`src/hw/timer_pkg.sv`:
```
/*
  Shared constants and carrier types for the gated 16-bit timer/counter.
  Assumes a 32-bit classic Wishbone register bus and one 50 MHz system clock.
*/
package timer_pkg;

  // ----------------------------------------
  // Register map, one aligned word each.
  // ----------------------------------------
  localparam logic [4:0] ADDR_COUNT_LOW = 5'h00;
  localparam logic [4:0] ADDR_COUNT_HIGH = 5'h04;
  localparam logic [4:0] ADDR_TIMER_CTRL = 5'h08;
  localparam logic [4:0] ADDR_GATE_CTRL = 5'h0C;
  localparam logic [4:0] ADDR_STATUS = 5'h10;

  localparam int COUNT_W = 16;
  localparam int PRESC_W = 3;
  localparam logic [15:0] COUNT_MAX = 16'hFFFF;
  localparam logic [15:0] COUNT_RESET = 16'h0000;
  localparam logic [7:0] BYTE_ZERO = 8'h00;
  localparam logic [31:0] WORD_ZERO = 32'h0000_0000;

  // Instruction clock is the system clock divided by four.
  localparam logic [1:0] INSTR_LAST_PHASE = 2'h3;
  localparam logic [1:0] PHASE_RESET = 2'h0;

  // ----------------------------------------
  // Clock source encodings.
  // ----------------------------------------
  typedef enum logic [1:0] {
    SRC_INSTR = 2'b00,
    SRC_SYSTEM = 2'b01,
    SRC_EXTERNAL = 2'b10,
    SRC_CAPSENSE = 2'b11
  } clockSource_type;

  // Timer control word, low byte of its register.
  typedef struct packed {
    clockSource_type clockSelectField;
    logic [1:0] prescaleSelectField;
    logic crystalOscEnable;
    logic syncDisableBit;
    logic unused1;
    logic timerOnBit;
  } timerCtrl_type;

  // Gate control word, low byte of its register.
  typedef struct packed {
    logic gateEnableBit;
    logic gatePolarityBit;
    logic [3:0] unused5;
    logic gateValue;
    logic unused0;
  } gateCtrl_type;

  localparam timerCtrl_type TIMER_CTRL_RESET = 8'h00;
  localparam gateCtrl_type GATE_CTRL_RESET = 8'h00;
  localparam int OVF_FLAG_BIT = 0;

endpackage

```
`src/hw/sync_two_stage.sv`:
```
/*
  Two flip-flop synchroniser for a group of level inputs.
  Assumes inputs are asynchronous to clock; only the second stage is read outside.
*/
module sync_two_stage #(
  parameter int WIDTH = 1
) (
  input wire logic clock,
  input wire logic rst_n,
  input wire logic [WIDTH-1:0] asyncIn,
  output logic [WIDTH-1:0] syncOut
);

  logic [WIDTH-1:0] stage1_r;

  always_ff @(posedge clock) begin
    if (!rst_n) begin
      stage1_r <= '0;
      syncOut <= '0;
    end else begin
      stage1_r <= asyncIn;
      syncOut <= stage1_r;
    end
  end

endmodule

```
`src/hw/prescale_divider.sv`:
```
/*
  Prescale counter dividing an input tick stream by 1, 2, 4 or 8.
  Assumes tick and clear come from logic on the same clock.
*/
module prescale_divider (
  input wire logic clock,
  input wire logic rst_n,
  input wire logic tick,
  input wire logic clear,
  input wire logic [1:0] divSelect,
  output logic pulse,
  output logic [timer_pkg::PRESC_W-1:0] prescCount
);

  logic [timer_pkg::PRESC_W-1:0] cnt_r;
  logic [timer_pkg::PRESC_W-1:0] mask;

  // The mask is all ones below the selected power of two.
  assign mask = timer_pkg::PRESC_W'((4'h1 << divSelect) - 4'h1);
  assign pulse = tick && ((cnt_r & mask) == mask) && !clear;
  assign prescCount = cnt_r;

  always_ff @(posedge clock) begin
    if (!rst_n) begin
      cnt_r <= '0;
    end else if (clear) begin
      cnt_r <= '0;
    end else if (tick) begin
      cnt_r <= (cnt_r & mask) == mask ? '0 : cnt_r + 1'b1;
    end
  end

endmodule

```
`src/hw/gated_timer.sv`:
```
/*
  Gated 16-bit timer/counter with a classic Wishbone slave.
  Assumes one 50 MHz clock, a synchronous active-low reset and pins from outside
  the clock domain; asynchronous counting is modelled on the same clock.
*/
// Design decisions made here: the Wishbone register port and the register addresses.

module gated_timer (
  input wire logic clock,
  input wire logic rst_n,
  input wire logic wb_cyc_i,
  input wire logic wb_stb_i,
  input wire logic wb_we_i,
  input wire logic [4:0] wb_adr_i,
  input wire logic [3:0] wb_sel_i,
  input wire logic [31:0] wb_dat_i,
  output logic [31:0] wb_dat_o,
  output logic wb_ack_o,
  input wire logic externalClockPin,
  input wire logic crystalInputPin,
  input wire logic capSenseOsc,
  input wire logic gateInputPin,
  input wire logic sleepMode,
  output logic crystalAmpEnable,
  output logic overflowFlag,
  output logic wakeRequest
);

  // ----------------------------------------
  // Register state.
  // ----------------------------------------
  logic [15:0] count_r;
  logic [15:0] count_nxt;
  timer_pkg::timerCtrl_type timerCtrl_r;
  timer_pkg::gateCtrl_type gateCtrl_r;
  logic overflowFlag_r;
  logic ack_r;
  logic [31:0] readData_r;
  logic wake_r;
  logic ampEnable_r;

  // ----------------------------------------
  // Bus decode.
  // ----------------------------------------
  logic busReq;
  logic busWrite;
  logic laneZero;
  logic writeLow;
  logic writeHigh;
  logic writeCount;
  logic writeTimerCtrl;
  logic writeGateCtrl;
  logic writeStatus;
  logic [7:0] wrByte;

  assign busReq = wb_cyc_i && wb_stb_i;
  // A write takes effect at the edge where ack is high.
  assign busWrite = busReq && wb_we_i && ack_r;
  assign laneZero = wb_sel_i[0];
  assign wrByte = wb_dat_i[7:0];
  assign writeLow = busWrite && laneZero && wb_adr_i == timer_pkg::ADDR_COUNT_LOW;
  assign writeHigh = busWrite && laneZero && wb_adr_i == timer_pkg::ADDR_COUNT_HIGH;
  assign writeCount = writeLow || writeHigh;
  assign writeTimerCtrl = busWrite && laneZero && wb_adr_i == timer_pkg::ADDR_TIMER_CTRL;
  assign writeGateCtrl = busWrite && laneZero && wb_adr_i == timer_pkg::ADDR_GATE_CTRL;
  assign writeStatus = busWrite && laneZero && wb_adr_i == timer_pkg::ADDR_STATUS;

  // ----------------------------------------
  // Pin synchronisers.
  // ----------------------------------------
  logic [3:0] pinsSync;
  logic extPinLevel;
  logic crystalLevel;
  logic capLevel;
  logic gateLevel;

  sync_two_stage #(
    .WIDTH(4)
  ) pinSync (
    .clock(clock),
    .rst_n(rst_n),
    .asyncIn({gateInputPin, capSenseOsc, crystalInputPin, externalClockPin}),
    .syncOut(pinsSync)
  );

  assign extPinLevel = pinsSync[0];
  assign crystalLevel = pinsSync[1];
  assign capLevel = pinsSync[2];
  assign gateLevel = pinsSync[3];

  // ----------------------------------------
  // Clock source selection.
  // ----------------------------------------
  logic isExternal;
  logic asyncMode;
  logic extLevel;
  logic extDelay_r;
  logic extPrev_r;
  logic extSample;
  logic extRise;
  logic extFall;
  logic [1:0] phase_r;
  logic instrTick;
  logic armed_r;
  logic srcTick;
  logic sleepAllowed;

  // An external source is either the pin, the crystal or the sensing oscillator.
  assign isExternal = timerCtrl_r.clockSelectField == timer_pkg::SRC_EXTERNAL ||
                      timerCtrl_r.clockSelectField == timer_pkg::SRC_CAPSENSE;
  assign asyncMode = timerCtrl_r.syncDisableBit;

  always_comb begin
    case (timerCtrl_r.clockSelectField)
      timer_pkg::SRC_CAPSENSE: extLevel = capLevel;
      timer_pkg::SRC_EXTERNAL: extLevel = timerCtrl_r.crystalOscEnable ? crystalLevel
                                                                      : extPinLevel;
      default: extLevel = 1'b0;
    endcase
  end

  // The synchronised path adds one stage aligned to the system clock; the
  // unsynchronised path skips it, so a mode switch can gain or lose one edge.
  always_ff @(posedge clock) begin
    if (!rst_n) begin
      extDelay_r <= 1'b0;
    end else begin
      extDelay_r <= extLevel;
    end
  end
  assign extSample = asyncMode ? extLevel : extDelay_r;
  always_ff @(posedge clock) begin
    if (!rst_n) begin
      extPrev_r <= 1'b0;
    end else begin
      extPrev_r <= extSample;
    end
  end

  assign extRise = extSample && !extPrev_r;
  assign extFall = !extSample && extPrev_r;

  always_ff @(posedge clock) begin
    if (!rst_n) begin
      phase_r <= timer_pkg::PHASE_RESET;
    end else begin
      phase_r <= phase_r + 2'h1;
    end
  end
  assign instrTick = phase_r == timer_pkg::INSTR_LAST_PHASE;
  // A falling edge must be seen before the first counted rising edge.
  always_ff @(posedge clock) begin
    if (!rst_n) begin
      armed_r <= 1'b0;
    end else if (!timerCtrl_r.timerOnBit || writeCount) begin
      armed_r <= 1'b0;
    end else if (extFall) begin
      armed_r <= 1'b1;
    end
  end

  // In sleep only the unsynchronised external path keeps counting.
  assign sleepAllowed = !sleepMode || (asyncMode && isExternal);
  always_comb begin
    case (timerCtrl_r.clockSelectField)
      timer_pkg::SRC_INSTR: srcTick = instrTick;
      timer_pkg::SRC_SYSTEM: srcTick = 1'b1;
      default: srcTick = extRise && armed_r;
    endcase
  end

  // ----------------------------------------
  // Gate and enable.
  // ----------------------------------------
  logic gatePermit;
  logic runEnable;
  logic countTick;
  logic incPulse;
  logic [timer_pkg::PRESC_W-1:0] prescCount;

  assign gatePermit = !gateCtrl_r.gateEnableBit ||
                      (gateLevel == gateCtrl_r.gatePolarityBit);
  assign runEnable = timerCtrl_r.timerOnBit && gatePermit;
  assign countTick = srcTick && runEnable && sleepAllowed;

  prescale_divider prescaler (
    .clock(clock),
    .rst_n(rst_n),
    .tick(countTick),
    .clear(writeCount),
    .divSelect(timerCtrl_r.prescaleSelectField),
    .pulse(incPulse),
    .prescCount(prescCount)
  );

  // ----------------------------------------
  // Count register.
  // ----------------------------------------
  // A byte write wins over a coinciding increment; software should stop first.
  always_comb begin
    count_nxt = count_r;
    if (writeLow) begin
      count_nxt = {count_r[15:8], wrByte};
    end else if (writeHigh) begin
      count_nxt = {wrByte, count_r[7:0]};
    end else if (incPulse) begin
      count_nxt = count_r + 16'h0001;
    end
  end

  always_ff @(posedge clock) begin
    if (!rst_n) begin
      count_r <= timer_pkg::COUNT_RESET;
    end else begin
      count_r <= count_nxt;
    end
  end

  // Set wins over a clear in the same cycle.
  always_ff @(posedge clock) begin
    if (!rst_n) begin
      overflowFlag_r <= 1'b0;
    end else if (incPulse && !writeCount && count_r == timer_pkg::COUNT_MAX) begin
      overflowFlag_r <= 1'b1;
    end else if (writeStatus && !wrByte[timer_pkg::OVF_FLAG_BIT]) begin
      overflowFlag_r <= 1'b0;
    end
  end

  // ----------------------------------------
  // Control registers.
  // ----------------------------------------
  always_ff @(posedge clock) begin
    if (!rst_n) begin
      timerCtrl_r <= timer_pkg::TIMER_CTRL_RESET;
    end else if (writeTimerCtrl) begin
      timerCtrl_r <= wrByte;
    end
  end

  always_ff @(posedge clock) begin
    if (!rst_n) begin
      gateCtrl_r <= timer_pkg::GATE_CTRL_RESET;
    end else if (writeGateCtrl) begin
      gateCtrl_r <= wrByte;
    end
  end

  // The amplifier follows its enable bit and ignores sleep on purpose.
  always_ff @(posedge clock) begin
    if (!rst_n) begin
      ampEnable_r <= 1'b0;
    end else begin
      ampEnable_r <= timerCtrl_r.crystalOscEnable;
    end
  end

  always_ff @(posedge clock) begin
    if (!rst_n) begin
      wake_r <= 1'b0;
    end else begin
      wake_r <= sleepMode && overflowFlag_r;
    end
  end

  // ----------------------------------------
  // Wishbone answer.
  // ----------------------------------------
  timer_pkg::gateCtrl_type gateView;
  always_comb begin
    gateView = gateCtrl_r;
    gateView.gateValue = gateLevel;
  end

  always_ff @(posedge clock) begin
    if (!rst_n) begin
      ack_r <= 1'b0;
    end else begin
      ack_r <= busReq && !ack_r;
    end
  end

  // One clock domain makes every byte read coherent without extra latching.
  always_ff @(posedge clock) begin
    if (!rst_n) begin
      readData_r <= timer_pkg::WORD_ZERO;
    end else if (busReq && !ack_r) begin
      case (wb_adr_i)
        timer_pkg::ADDR_COUNT_LOW: readData_r <= {24'h00_0000, count_r[7:0]};
        timer_pkg::ADDR_COUNT_HIGH: readData_r <= {24'h00_0000, count_r[15:8]};
        timer_pkg::ADDR_TIMER_CTRL: readData_r <= {24'h00_0000, timerCtrl_r};
        timer_pkg::ADDR_GATE_CTRL: readData_r <= {24'h00_0000, gateView};
        timer_pkg::ADDR_STATUS: readData_r <= {31'h0000_0000, overflowFlag_r};
        default: readData_r <= timer_pkg::WORD_ZERO;
      endcase
    end
  end

  assign wb_ack_o = ack_r;
  assign wb_dat_o = readData_r;
  assign crystalAmpEnable = ampEnable_r;
  assign overflowFlag = overflowFlag_r;
  assign wakeRequest = wake_r;
endmodule

```
`config.mk`:
```
export PLATFORM = sky130hd
export DESIGN_NAME = gated_timer
export DESIGN_NICKNAME = d
export VERILOG_FILES = /design/src/hw/timer_pkg.sv /design/src/hw/sync_two_stage.sv /design/src/hw/prescale_divider.sv /design/src/hw/gated_timer.sv
export SDC_FILE = /design/constraint.sdc
export NUM_CORES = 1
export LEC_CHECK = 0
export BUFFER_PORTS_ARGS = -buffer_cell sky130_fd_sc_hd__buf_2
export CAP_MARGIN = 25
export CORE_ASPECT_RATIO = 1.75
export CORE_MARGIN = 3
export CORE_UTILIZATION = 52
export DETAILED_ROUTE_END_ITERATION = 10
export PLACE_DENSITY = 0.8
export SETUP_SLACK_MARGIN = 0.02
export SLEW_MARGIN = 20
export SYNTH_ARGS = -nofsm -noshare
export SYNTH_HDL_FRONTEND = slang
export SYNTH_HIERARCHICAL = 1
export SYNTH_SLANG_ARGS = --single-unit
```
`constraint.sdc`:
```
create_clock -name clock -period 3 [get_ports clock]
set_input_delay 0.6 -clock clock [delete_from_list [all_inputs] [get_ports clock]]
set_output_delay 0.6 -clock clock [all_outputs]
set_load 0.01 [all_outputs]
```
Word-level counts from Yosys, hierarchy flattened
Cells that the tools add are included.

word-level totals
  input bits = 51
  register bits = 83
  word-level logic and storage cells = 100

operators by class
  $add $sub $neg = 4
  mux-type cells = 11
  bitwise operators = 3
  shifts and indexed selects = 1
  reductions and logical operators = 45
  eq/ne operators = 12

operators with widths
  operator                 number
  $pmux W8 S5              1
  $mux W16                 2
  $logic_and A1 B1 Y1      23
  $add A16 B1 Y16 const B  1
  $eq A16 B16 Y1 const B   1
  $eq A5 B4 Y1 const B     2
  $logic_not A1 Y1         8
  $mux W8                  1
  $eq A2 B2 Y1 const B     3
  $reduce_bool A2 Y1       3
  $eq A5 B3 Y1 const B     1
  $eq A5 B5 Y1 const B     1
  $logic_not A5 Y1         1
  $logic_or A1 B1 Y1       5
  $mux W1                  4
  $pmux W1 S2              2
  $reduce_and A2 Y1        2
  $reduce_or A2 Y1         2
  $add A3 B1 Y3 const B    1
  $and A3 B3 Y3            1
  $eq A3 B3 Y1             1
  $mux W3                  1
  $shl A1 B2 Y3 const A    1
  $sub A3 B1 Y3 const B    1
  other kinds (6)          7

Logic depth before layout (Yosys ltp)
  depth after elaboration = 13
  mapped depth = 13
  depth with buffers taken out = 12

By module
The synthesis kept the hierarchy.

by module, submodules not included
  module            cells each  times used  area each (µm²)  sequential area each (µm²)
  gated_timer       289         1           2672.6           960.9
  sync_two_stage    16          1           210.2            160.2
  prescale_divider  18          1           187.7            60.1

Least setup slack after synthesis
No wires, ideal clock.

  kind = reg2reg
  start point = register timerCtrl_r[3] (netlist name)
  end point = register count_r[15]
  arrival time = 2.634 ns
  data required time = 2.930 ns
  path slack = 0.296 ns
  buffers on the path = 1
  stages on the path, launching flop included = 14
  cells stage by stage = dfxtp_1 > nor2b_1 > a211o_1 > a41oi_1 > or3b_1 > a21oi_1 > o21a_1 > and3b_2 > inv_1 > a31oi_2 > buf_6 > nand4_1 > xor2_1 > a21oi_1

between the ends
  word-level cells in the longest chain between the ends = 12

ends and longest elaborated chain
  element                              line                    RTL
  start, declared                      gated_timer.sv:34       timer_pkg::timerCtrl_type timerCtrl_r;
  start signal, assigned               gated_timer.sv:235      timerCtrl_r <= timer_pkg::TIMER_CTRL_RESET;
  start signal, assigned               gated_timer.sv:237      timerCtrl_r <= wrByte;
  $mux W1                              gated_timer.sv:116      timer_pkg::SRC_EXTERNAL: extLevel = timerCtrl_r.crystalOscEnable ? crystalLevel
  $pmux W1 S2                          gated_timer.sv:114      case (timerCtrl_r.clockSelectField)
  $mux W1                              gated_timer.sv:131      assign extSample = asyncMode ? extLevel : extDelay_r;
  $logic_and A1 B1 Y1                  gated_timer.sv:140      assign extRise = extSample && !extPrev_r;
  $logic_and A1 B1 Y1                  gated_timer.sv:168      default: srcTick = extRise && armed_r;
  $pmux W1 S2                          gated_timer.sv:165      case (timerCtrl_r.clockSelectField)
  $logic_and A1 B1 Y1 (2 in a row)     gated_timer.sv:184      assign countTick = srcTick && runEnable && sleepAllowed;
  net countTick                        gated_timer.sv:177      logic countTick;
  $logic_and A1 B1 Y1 (2 in a row)     prescale_divider.sv:20  assign pulse = tick && ((cnt_r & mask) == mask) && !clear;
  net incPulse                         gated_timer.sv:178      logic incPulse;
  $reduce_bool A2 Y1 (no source line)  n/a
  $reduce_and A2 Y1 (no source line)   n/a
  end signal, assigned                 gated_timer.sv:213      count_r <= timer_pkg::COUNT_RESET;
  end signal, assigned                 gated_timer.sv:215      count_r <= count_nxt;
  end, declared                        gated_timer.sv:32       logic [15:0] count_r;

The timed path passes the listed nets, and every way through them passes these cells.
A chain may end at the register's enable or synchronous reset.

Final worst setup path
  start point = register timerCtrl_r[3] (netlist name)
  end point = register count_r[12]

The elaborated chain is that of the path after synthesis.

==> reports/metrics.csv <==
metric,value,unit
start_util,54.5,%
ys_types,57,
r2r-start,timerCtrl_r[3]$_SDFFE_PN0P_,
wl_per_cell,16.0,microns
slew_viol_final,0,
worstMarginPinSlew,0.513,ns
netlist_instances,323,
grt_pass1_wl,11400,microns
place_area,0.00323,sq mm
startpoint,timerCtrl_r[3]$_SDFFE_PN0P_,
grt_setup_unrepaired,false,
synth_edf_count,0,
vias,2455,
core_area,0.00563,sq mm
grt-ovfl-total,0,
required,3.27,ns
finalSetupViolations,0,
die_area,0.00690,sq mm
htree_levels,3,
cts_made_buffers,9,
min_period_over_period,92.0,%
async_flop_share,0,%
viasPerCell,5.54,
yosys-top-cells-area,"dfxtp_1 38%, buf_4 6.1%, mux2i_1 5.9%",
cp.buffers_inverters,2,
final_antenna_net_count,0,
relSlewSlack,65.8,%
place_hpwl,5240,microns
p_leak,1.43,nW
whs,0.419,ns
tns,0,ns
cts_buffer_depth,2,
outcome,completed,
antenna_found_initial,0,
seq_area_frac_synth,38.5,%
yosys.area.top_type,dfxtp_1,
cts_tree,done,
cap_violations,0,
final_util,61.8,%
synth_top_area_share,38.5,%
drtIter0Drc,85,
r2r_slack,0.24,ns
cp-start-kind,flip-flop,
gp_congestion,0.946,
cpLargestDelayFamily,compound AO/OA/AOI/OAI gates,
port_buffers,35,
period_minus_slack,2.76,ns
ir_drop,453,uV
pwr_density_cell,468,mW/mm^2
avgSynthCellArea,9.51,sq um
track_usage,21.8,%
slowest_delay,0.40,ns
clock_tree.root_cell,clkbuf_8,
fmax,362,MHz
wirelength,7090,microns
chipWidth,64.1,microns
drive_gt1_share,24.3,%
drt_first_pass_iters,4,
nNetsFinal,416,
hold_viol_final,0,
path_cells,"nor2b_1, a211o_1, a41oi_2, or3b_1, a21oi_2, o21a_1, and3b_2, inv_1, a31oi_2, buf_12, nand4_1, o22a_1, a21oi_1",
clk_latency,0.34,ns
crit_type,flip-flop to flip-flop,
crit_arrival,3.03,ns
n_antenna_cell,0,
min_from,phase_r[0]$_SDFF_PN0_,
clock_sinks,59,
fillCellCount,519,
crit_slowest_cell,or3b_1,
io_pins,87,
hold_buffers,0,
final_cell_area,0.00348,sq mm
path_clk_slew,0.06,ns
grt_max_degree,33,
cp_max_fo,13,
min-delay-path-class,flip-flop to flip-flop,
area_growth,13.2,%
finClkSkew,0.0106,ns
fp.dieH,108,microns
synth_area,0.00307,sq mm
grt_pass1_vias,2432,
yosys_warnings,6,
drc_errors,0,
synthFlopType,dfxtp_1,
row_count,36,
ys_seq_elements,59,
critPathCaptureType,flip-flop,
[cell families after synthesis]
kind of cell,synth area share (%)
AOI/OAI and AO/OA,11.8
xor gates and xnor gates,3.71
adders and majority gates,1.22
buffers and inverters,9.62
DFF,38.5
muxes,11.4
other,0.122
and+or+nand+nor,23.7
[area by class of cell]
type	instances	area (sq um)	area share, %
clock inverter	4	48.8	1.40
tap	76	95.1	2.73
timing repair buffer	45	283	8.13
inverter	6	22.5	0.648
multi-input combinational	241	1690	48.7
clock buffer	12	155	4.46
sequential	59	1180	34.0
[sequential cells by signal, indices dropped and copies added (netlist names)]
| register | cells |
|---|---|
| timerCtrl_r | 7 |
| extDelay_r | 1 |
| count_r | 16 |
| wakeRequest | 1 |
| wb_dat_o | 8 |
| asyncMode | 1 |
| pinSync/stage1_r | 4 |
| pinSync/syncOut | 4 |
| gateCtrl_r | 7 |
| armed_r | 1 |
| crystalAmpEnable | 1 |
| overflowFlag | 1 |
| extPrev_r | 1 |
| wb_ack_o | 1 |
| phase_r | 2 |
| prescaler/prescCount | 3 |
[worst reg2reg max path: cells and delay by family, from the launching register on]
kind / cells / cell delay (ns)
compound gates: 7 / 1.25
buf+inv: 2 / 0.26
flops: 1 / 0.33
simple gates: 4 / 0.84
[per-layer routing]
metal	wire length (microns)	global-route usage [%]	up-vias
met5	0	0	-
met4	323	15.0	0
met3	327	5.33	22
met2	3880	39.5	82
met1	2550	21.2	1159
li1	-	-	1192
[repair_timing]
| action | CTS | global route |
|---|---|---|
| buffers inserted | 0 | 0 |
| setup endpoints to repair | 0 | 10 |
| resized for setup | 0 | 2 |
[where the power goes]
part / switching (W) / total, W / internal (W)
clock: 0.000308 / 0.000736 / 0.000427
combinational: 0.0000646 / 0.0000971 / 0.0000325
sequential: 0.00000264 / 0.000794 / 0.000791
[worst paths after layout]
check,end,depth (start not counted)
worst min register to register,phase_r[0]$_SDFF_PN0_,1
worst min-delay path,phase_r[0]$_SDFF_PN0_,1
worst max-delay path,count_r[12]$_SDFFE_PN0P_,13
worst max register to register,count_r[12]$_SDFFE_PN0P_,13
[cells in the mapped netlist (4+ instances only)]
master    number
dfxtp_1       59
nor2_1        35
buf_4         25
a21oi_1       18
mux2i_1       18
nand3_1       16
and2_1        12
nand2_1       11
xor2_1        10
a22oi_1        8
clkbuf_1       7
mux4_2         7
nand4_1        7
o21ai_1        7
inv_1          6
o21ai_0        6
buf_2          5
and3_1         4
nor3_1         4
[placed cells by master (no fill, tap or decap), drive strengths merged, types with 9 or more instances in the layout]
cell    synthesis  routed
o21ai          15      15
nand2          11      11
xor2           10      10
nor2           36      36
dfxtp          59      59
conb            1      24
clkbuf          7      12
and2           12      12
nand3          18      18
buf            33      45
mux2i          18      18
nand4           9       9
a21oi          18      18
[through the flow]
step	power, W	instances	setup WS, ns
finish	0.00163	443	0.239
global route	0.00168	443	0.0378
CTS	0.00164	442	0.113
detailed placement	0.000904	426	0.141
global placement	0.000902	426	0.206
floorplan	0.000894	346	0.296
No activity file was read; power rests on OpenSTA's default activity.
